===== src/logic/txn_engine_pkg.sv =====
// Purpose: Shared constants and carriers for the consume / query-response engine
// Assumes: 25 MHz clock, times counted in milliseconds
// Notes:   Status byte layout and timing counts live here
`default_nettype none
package txn_engine_pkg;
   // Clock and time base
   localparam int unsigned CLK_HZ        = 25000000;
   localparam int unsigned MS_PER_TICK   = 1;
   localparam int unsigned CYC_PER_MS    = CLK_HZ / 1000 * MS_PER_TICK;
   localparam int unsigned MS_CNT_W      = 15;
   // Timeout and interval limits
   localparam logic [15:0] TMO_DEFAULT   = 16'h0000;
   localparam logic [15:0] TMO_MIN       = 16'h000A;
   localparam logic [15:0] IVL_MIN       = 16'h0005;
   localparam logic [15:0] IVL_DEFAULT   = 16'h03E8;
   // Frame geometry
   localparam int unsigned MAX_FRAMES    = 4;
   localparam int unsigned FRM_IDX_W     = 2;
   localparam int unsigned FRM_BYTES     = 8;
   localparam logic [3:0]  DLC_MAX       = 4'h8;
   // Status byte bit positions
   localparam int unsigned ST_TIMEOUT    = 0;
   localparam int unsigned ST_DATA_ERR   = 1;
   localparam int unsigned ST_NOT_EXEC   = 2;
   localparam logic [7:0]  ST_RESET      = 8'h04;
   // Default data-area addresses (first free)
   localparam logic [9:0]  ADDR_FIRST_FREE = 10'h000;
   // Offline handling
   typedef enum logic [0:0] {
      OFF_CLEAR  = 1'b0,
      OFF_FREEZE = 1'b1
   } offline_opt_t;
   // One received CAN frame
   typedef struct packed {
      logic [FRM_IDX_W-1:0] idx;
      logic [3:0]           dlc;
      logic [63:0]          data;
   } rx_frame_t;
   // Expected frame contents: constant mask/value plus range limit on byte 0
   typedef struct packed {
      logic [3:0]  dlc;
      logic [63:0] const_mask;
      logic [63:0] const_val;
      logic [7:0]  lo;
      logic [7:0]  hi;
   } frame_cfg_t;
   // Static transaction configuration
   typedef struct packed {
      logic                 qr_mode;
      logic                 cyclic;
      logic                 consist_en;
      offline_opt_t         offline;
      logic [15:0]          timeout_ms;
      logic [15:0]          interval_ms;
      logic                 trig_en;
      logic [9:0]           trig_addr;
      logic                 stat_en;
      logic [9:0]           stat_addr;
      logic [FRM_IDX_W-1:0] last_frame;
   } txn_cfg_t;
endpackage
`default_nettype wire


===== src/logic/txn_engine.sv =====
// Purpose: Consume and query/response transaction engine for a CAN gateway
// Assumes: Frames arrive already decoded, one per cycle pulse
// Notes:   Process data leaves as a whole frame write with its index
`default_nettype none
module txn_engine (
   // Clock and reset
   input  wire logic                       clock,
   input  wire logic                       rst,
   // Configuration
   input  wire txn_engine_pkg::txn_cfg_t   cfg,
   input  wire txn_engine_pkg::frame_cfg_t frm_cfg [txn_engine_pkg::MAX_FRAMES],
   // Received frames
   input  wire logic                       rx_valid,
   input  wire txn_engine_pkg::rx_frame_t  rx_frame,
   // Query send request and completion
   input  wire logic                       query_done,
   output logic                            query_req,
   // Process data write port
   output logic                            pd_we,
   output logic [txn_engine_pkg::FRM_IDX_W-1:0] pd_idx,
   output logic [63:0]                     pd_data,
   output logic                            pd_clear,
   // Trigger and status byte writes
   output logic                            byte_we,
   output logic [9:0]                      byte_addr,
   output logic [7:0]                      byte_data,
   // State view
   output logic [7:0]                      transaction_state_byte,
   output logic                            offline
);
   localparam int unsigned NF = txn_engine_pkg::MAX_FRAMES;

   typedef enum logic [1:0] {
      Q_IDLE = 2'b00,
      Q_SEND = 2'b01,
      Q_WAIT = 2'b10
   } q_state_t;

   // Registers
   q_state_t                  q_state_reg, q_state_next;
   logic [14:0]               ms_cnt_reg;
   logic                      ms_tick;
   logic [15:0]               tmo_cnt_reg;
   logic [15:0]               ivl_cnt_reg;
   logic [NF-1:0]             got_reg;
   logic                      set_err_reg;
   logic [63:0]               buf_reg [NF];
   logic [7:0]                trig_reg;
   logic [7:0]                status_reg;
   logic [7:0]                status_next;
   logic                      stat_pend_reg;
   logic                      trig_pend_reg;
   logic                      pd_we_reg;
   logic [txn_engine_pkg::FRM_IDX_W-1:0] pd_idx_reg;
   logic [63:0]               pd_data_reg;
   logic                      pd_clear_reg;
   logic                      byte_we_reg;
   logic [9:0]                byte_addr_reg;
   logic [7:0]                byte_data_reg;
   logic [txn_engine_pkg::FRM_IDX_W-1:0] flush_idx_reg;
   logic                      flushing_reg;

   // Effective timeout and per-frame checks
   wire [15:0] tmo_eff   = cfg.consist_en ? cfg.timeout_ms : 16'h0000;
   wire        tmo_on    = (tmo_eff != 16'h0000);
   wire txn_engine_pkg::frame_cfg_t fc = frm_cfg[rx_frame.idx];
   wire        size_bad  = (rx_frame.dlc != fc.dlc) || (rx_frame.dlc > txn_engine_pkg::DLC_MAX);
   wire        const_bad = ((rx_frame.data ^ fc.const_val) & fc.const_mask) != 64'h0;
   wire        range_bad = (rx_frame.data[7:0] < fc.lo) || (rx_frame.data[7:0] > fc.hi);
   wire        frm_err   = size_bad || const_bad || range_bad;
   wire        idx_ok    = (rx_frame.idx <= cfg.last_frame);
   wire        rx_ok     = rx_valid && idx_ok && (!cfg.qr_mode || q_state_reg == Q_WAIT);
   wire [NF-1:0] idx_bit = NF'(1) << rx_frame.idx;
   wire [NF-1:0] need    = (NF'(1) << ({1'b0, cfg.last_frame} + 3'd1)) - NF'(1);
   wire [NF-1:0] got_now = got_reg | idx_bit;
   wire        all_in    = rx_ok && ((got_now & need) == need);
   wire        set_done  = cfg.consist_en ? all_in : rx_ok;
   wire        set_err   = cfg.consist_en ? (set_err_reg || frm_err) : frm_err;
   wire        tmo_hit   = tmo_on && ms_tick && (tmo_cnt_reg == 16'h0001) && !set_done;
   wire        ivl_hit   = ms_tick && (ivl_cnt_reg <= 16'h0001);
   wire        q_start   = cfg.qr_mode && (q_state_reg == Q_IDLE) &&
                           (cfg.cyclic ? ivl_hit : status_reg[txn_engine_pkg::ST_NOT_EXEC]);

   // Millisecond tick
   assign ms_tick = (ms_cnt_reg == 15'(txn_engine_pkg::CYC_PER_MS - 1));
   always_ff @(posedge clock) begin
      if (rst || ms_tick) ms_cnt_reg <= 15'h0000;
      else ms_cnt_reg <= ms_cnt_reg + 15'h0001;
   end

   // Offline timeout, restarted on consume reception or issued query, stopped by a query answer
   always_ff @(posedge clock) begin
      if (rst) begin
         tmo_cnt_reg <= 16'h0000;
         offline     <= 1'b0;
      end else if (set_done || (q_state_reg == Q_SEND && query_done)) begin
         // An answer ends the query wait; consume keeps watching
         tmo_cnt_reg <= (cfg.qr_mode && set_done) ? 16'h0000 : tmo_eff;
         offline     <= (offline || tmo_hit) && !(set_done && !set_err);
      end else if (tmo_hit) begin
         tmo_cnt_reg <= 16'h0000;
         offline     <= 1'b1;
      end else if (ms_tick && tmo_cnt_reg > 16'h0001) begin
         tmo_cnt_reg <= tmo_cnt_reg - 16'h0001;
      end
   end

   // Cyclic query interval
   always_ff @(posedge clock) begin
      if (rst) ivl_cnt_reg <= 16'h0000;
      else if (q_start) ivl_cnt_reg <= cfg.interval_ms;
      else if (ms_tick && ivl_cnt_reg != 16'h0000) ivl_cnt_reg <= ivl_cnt_reg - 16'h0001;
   end

   // Query master sequence: send query frames, then await response
   always_comb begin
      q_state_next = q_state_reg;
      case (q_state_reg)
         Q_IDLE:  if (q_start) q_state_next = Q_SEND;
         Q_SEND:  if (query_done) q_state_next = Q_WAIT;
         Q_WAIT:  if (set_done || tmo_hit || (tmo_cnt_reg == 16'h0000 && !tmo_on))
                     q_state_next = set_done || tmo_hit ? Q_IDLE : Q_WAIT;
         default: q_state_next = Q_IDLE;
      endcase
   end
   assign query_req = (q_state_reg == Q_SEND);
   always_ff @(posedge clock) begin
      if (rst) q_state_reg <= Q_IDLE;
      else q_state_reg <= q_state_next;
   end

   // Frame collection for consistency mode
   always_ff @(posedge clock) begin
      if (rst || set_done || !cfg.consist_en) begin
         got_reg     <= '0;
         set_err_reg <= 1'b0;
      end else if (rx_ok) begin
         got_reg     <= got_now;
         set_err_reg <= set_err_reg || frm_err;
      end
   end
   always_ff @(posedge clock) begin
      if (rx_ok) buf_reg[rx_frame.idx] <= rx_frame.data;
   end

   // Process data writes: direct, or flush after whole set checks good
   always_ff @(posedge clock) begin
      if (rst) begin
         pd_we_reg     <= 1'b0;
         pd_idx_reg    <= '0;
         pd_data_reg   <= 64'h0;
         pd_clear_reg  <= 1'b0;
         flushing_reg  <= 1'b0;
         flush_idx_reg <= '0;
      end else begin
         pd_we_reg    <= 1'b0;
         pd_clear_reg <= tmo_hit && (cfg.offline == txn_engine_pkg::OFF_CLEAR);
         if (!cfg.consist_en && rx_ok && !frm_err) begin
            pd_we_reg   <= 1'b1;
            pd_idx_reg  <= rx_frame.idx;
            pd_data_reg <= rx_frame.data;
         end else if (all_in && !set_err) begin
            flushing_reg  <= 1'b1;
            flush_idx_reg <= '0;
         end else if (flushing_reg) begin
            pd_we_reg     <= 1'b1;
            pd_idx_reg    <= flush_idx_reg;
            pd_data_reg   <= buf_reg[flush_idx_reg];
            flush_idx_reg <= flush_idx_reg + 1'b1;
            flushing_reg  <= (flush_idx_reg != cfg.last_frame);
         end
      end
   end
   assign pd_we    = pd_we_reg;
   assign pd_idx   = pd_idx_reg;
   assign pd_data  = pd_data_reg;
   assign pd_clear = pd_clear_reg;

   // Status byte next value
   always_comb begin
      status_next = status_reg;
      if (tmo_hit) status_next[txn_engine_pkg::ST_TIMEOUT] = 1'b1;
      if (set_done) begin
         status_next[txn_engine_pkg::ST_DATA_ERR] = set_err;
         status_next[txn_engine_pkg::ST_NOT_EXEC] = 1'b0;
         if (!set_err) status_next[txn_engine_pkg::ST_TIMEOUT] = 1'b0;
      end
      status_next[7:3] = 5'h00;
   end

   // Status and trigger bytes, written to data area when enabled
   always_ff @(posedge clock) begin
      if (rst) begin
         status_reg    <= txn_engine_pkg::ST_RESET;
         trig_reg      <= 8'h00;
         stat_pend_reg <= 1'b0;
         trig_pend_reg <= 1'b0;
         byte_we_reg   <= 1'b0;
         byte_addr_reg <= txn_engine_pkg::ADDR_FIRST_FREE;
         byte_data_reg <= 8'h00;
      end else begin
         status_reg <= status_next;
         if (cfg.trig_en && set_done) begin
            trig_reg      <= trig_reg + 8'h01;
            trig_pend_reg <= 1'b1;
         end
         byte_we_reg <= 1'b0;
         if (cfg.stat_en && status_next != status_reg) stat_pend_reg <= 1'b1;
         if (stat_pend_reg) begin
            byte_we_reg   <= 1'b1;
            byte_addr_reg <= cfg.stat_addr;
            byte_data_reg <= status_reg;
            stat_pend_reg <= cfg.stat_en && status_next != status_reg;
         end else if (trig_pend_reg) begin
            byte_we_reg   <= 1'b1;
            byte_addr_reg <= cfg.trig_addr;
            byte_data_reg <= trig_reg;
            trig_pend_reg <= cfg.trig_en && set_done;
         end
      end
   end
   assign byte_we                = byte_we_reg;
   assign byte_addr              = byte_addr_reg;
   assign byte_data              = byte_data_reg;
   assign transaction_state_byte = status_reg;
endmodule
`default_nettype wire


===== config.mk =====
export PLATFORM = sky130hd
export DESIGN_NAME = txn_engine
export DESIGN_NICKNAME = d
export VERILOG_FILES = /design/src/logic/txn_engine_pkg.sv /design/src/logic/txn_engine.sv
export SDC_FILE = /design/constraint.sdc
export NUM_CORES = 1
export LEC_CHECK = 0
export ABC_AREA = 1
export BUFFER_PORTS_ARGS = -buffer_cell sky130_fd_sc_hd__buf_2
export CAP_MARGIN = 20
export CORE_AREA = 2 2 324 326
export DETAILED_ROUTE_END_ITERATION = 8
export DIE_AREA = 0 0 326 328
export GPL_ROUTABILITY_DRIVEN = 1
export PLACE_DENSITY = 0.39
export SLEW_MARGIN = 10
export SYNTH_ARGS = -nofsm -noshare
export SYNTH_HDL_FRONTEND = slang
export SYNTH_SLANG_ARGS = --single-unit

===== constraint.sdc =====
create_clock -name clock -period 10.1 [get_ports clock]
set_input_delay 2.02 -clock clock [delete_from_list [all_inputs] [get_ports clock]]
set_output_delay 2.02 -clock clock [all_outputs]
set_load 0.02 [all_outputs]

==> impl_metrics.env <==
export IMPL_reg2reg_slack_ns=5.78
export IMPL_clkLatencyLatePin_ns=0.63
export IMPL_antenna_found_initial=32
export IMPL_fmax_mhz=152
export IMPL_rsz0062_at_grt="false"
export IMPL_drive_above_1_share=0.229
export IMPL_cp_arrival_ns=7.08
export IMPL_post_cts_buffers=0
export IMPL_p_per_area_mw_per_mm2=147
export IMPL_num_vias=26208
export IMPL_synth_edf_count=256
export IMPL_cts_hold_buf=0
export IMPL_gp_congestion=0.888
export IMPL_drv_slew=0
export IMPL_wire_per_inst_um=24.3
export IMPL_grt_use_met2=0.411
export IMPL_grt_busiest_layer="met2"
export IMPL_fin_total_pwr_mw=4.57
export IMPL_r2r_start="q_state_reg[0]$_SDFFE_PP0P_"
export IMPL_dp_hpwl_mm=101
export IMPL_min_path_type="reg -> reg"
export IMPL_design_die_area_sq_mm=0.107
export IMPL_path_clk_slew_ns=0.05
export IMPL_area_growth_pct=28.2
export IMPL_status="complete, no violations"
export IMPL_fin_tns_setup_ns=0
export IMPL_cts_tree="done"
export IMPL_cp_end_kind="flop"
export IMPL_ant_nets=0
export IMPL_post_route_period_util=0.651
export IMPL_largest_reg_flops=256
export IMPL_pin_count=823
export IMPL_ys_ff_latch=416
export IMPL_cts_resized=0
export IMPL_r2r_end="tmo_cnt_reg[11]$_SDFFE_PP0P_"
export IMPL_crit_fanout=79
export IMPL_numCtsBuffers=51
export IMPL_cp_start_kind="primary input"
export IMPL_synth_ff_type="edfxtp_1"
export IMPL_synth_top_area_share=0.317
export IMPL_slew_headroom=0.262
export IMPL_hold_depth=2
export IMPL_fp_row_count=118
export IMPL_initial_core_util=0.235
export IMPL_drv_cap=0
export IMPL_firstDrtPassIters=5
export IMPL_cts_root_buf="clkbuf_16"
export IMPL_drt_iter0_drc=1849
export IMPL_leakagePower_nw=15.0
export IMPL_fin_crit_ns=6.57
export IMPL_tightest_slew_ns=1.11
export IMPL_grt_max_degree=138
export IMPL_synth_top_area_cell="edfxtp_1"
export IMPL_cp_data_required_time_ns=10.61
export IMPL_cts_sinks=416
export IMPL_r2r_cells=13
export IMPL_hp_start="byte_data[6]$_SDFFE_PP0P_"
export IMPL_drt_wl_total_mm=134
export IMPL_finalSetupViolations=0
export IMPL_core_sq_mm=0.103
export IMPL_ys_top_cells_by_count="1306 x nand2_1, 391 x nor2_1, 256 x edfxtp_1, 214 x o21ai_0, 206 x nand3_1"
export IMPL_ir_worst_vdd_mv=0.138
export IMPL_hold_path_endpoint="byte_data[6]$_SDFFE_PP0P_"
export IMPL_yosys_cell_count_top_type="nand2_1"
export IMPL_final_cells=5528
export IMPL_grt_pass1_vias=25616
export IMPL_portBuffers=817
export IMPL_die_x_um=326
export IMPL_die_h_um=328
export IMPL_layout_nets=4847
export IMPL_drc=0
export IMPL_synth_area_per_cell_sq_um=7.16
export IMPL_whs_ns=0.461
export IMPL_synthArstFlopShare=0
export IMPL_gr_total_overflow=0
export IMPL_use_met3=0.0614
export IMPL_syn_inst=3392
export IMPL_clock_path_buffers=3
export IMPL_ys_seq_area_frac=0.449
export IMPL_syn_area_sq_mm=0.0243
export IMPL_netlist_top_cells_area="edfxtp_1 32%, nand2_1 20%, dfxtp_1 13%"
export IMPL_skew_ns=0.0682
export IMPL_track_usage=0.241
export IMPL_critical_path_class="in -> reg"
export IMPL_grt_pass1_wl_mm=187
export IMPL_dpl_cell_count=5424
export IMPL_gr_usage_met1=0.307
export IMPL_pre_cts_ws_ns=2.87
export IMPL_setup_ws_ns=3.53
export IMPL_yosys_warnings=0
export IMPL_finalHoldViolations=0
export IMPL_post_synth_num_cell_types=50
export IMPL_htreeDepth=2
export IMPL_vias_per_cell=4.74
## cells in the final DEF (no fill, tap or decap), types with 33 or more instances in the layout
cell type	n
dfxtp_1	158
nor2_1	387
nand4_1	74
inv_1	174
clkbuf_16	51
o22ai_1	65
nand3b_1	66
nand3_1	206
edfxtp_1	256
o21ai_0	214
o21ai_1	33
nand2_1	1304
a21oi_1	56
buf_2	815
## through the flow
stage | cell area, sq um | util
6_report | 31100 | 0.302
5_1_grt | 31100 | 0.301
4_1_cts | 31100 | 0.301
3_5_place_dp | 29500 | 0.286
3_3_place_gp | 29500 | 0.286
2_1_floorplan | 24300 | -
## critical path, cell delays in order
cell and delay [ns]:
buf_6 0.58, buf_4 0.72, nand2_1 0.10, nand2_1 0.29
nand2_1 0.12, nand2_1 0.09, nand2_1 0.05, nand3_1 0.31
nand2_1 0.09, nor2_1 0.10, nand2_1 0.07, nor2_1 0.28
nand3_1 0.18, nor2_2 0.22, nand4_2 0.21, a21boi_4 0.89
buf_12 0.34, nor2_1 0.09, nor2_1 0.10
## per-layer routing
metal  wire [um]  vias up
li1            -    12680
met1       57000    12418
met2       63600      940
met3       10500      158
met4        2950       12
met5          79        -
## worst max path at each step
stage	start	to	slack, ns	cells past startpoint
final	rx_frame[68]	pd_data[54]$_SDFFE_PP0P_	3.53	19
after global routing	rx_frame[69]	pd_data[37]$_SDFFE_PP0P_	3.13	23
after CTS	rx_frame[69]	pd_data[54]$_SDFFE_PP0P_	3.50	22
after detailed placement	rx_frame[69]	pd_data[32]$_SDFFE_PP0P_	2.87	22
after global placement	rx_frame[69]	pd_data[25]$_SDFFE_PP0P_	2.99	22
after floorplan	rx_frame[68]	buf_reg[0][0]$_DFFE_PP_	2.01	9
## kinds of logic (layout without fill, tap and decap cells)
| family | Yosys count | in the layout | synth area share |
|---|---|---|---|
| buf+inv | 376 | 1120 | 0.0652 |
| compound gates | 449 | 449 | 0.105 |
| xor+xnor | 28 | 28 | 0.0101 |
| fa+ha+maj | 23 | 23 | 0.0119 |
| other cells | 1 | 13 | 0.000154 |
| flops | 416 | 416 | 0.449 |
| simple gates | 2099 | 2099 | 0.359 |
## where the power goes
part	switching [mW]	internal (mW)	total, mW
Sequential	0.0355	1.86	1.90
Combinational	0.610	0.307	0.917
Clock	0.776	0.977	1.75
Total	1.42	3.14	4.57
## area by class of cell
type | instances | area (sq um)
diodes | 8 | 20.0
fillers | 11574 | 72100
inverters | 181 | 692
repair buffers | 844 | 4340
multi-input cells | 2604 | 11900
clock buffers | 69 | 1360
flip-flops and latches | 416 | 10900
well taps | 1380 | 1730
clock inverters | 26 | 200
Power figures use the tool's default switching activity.
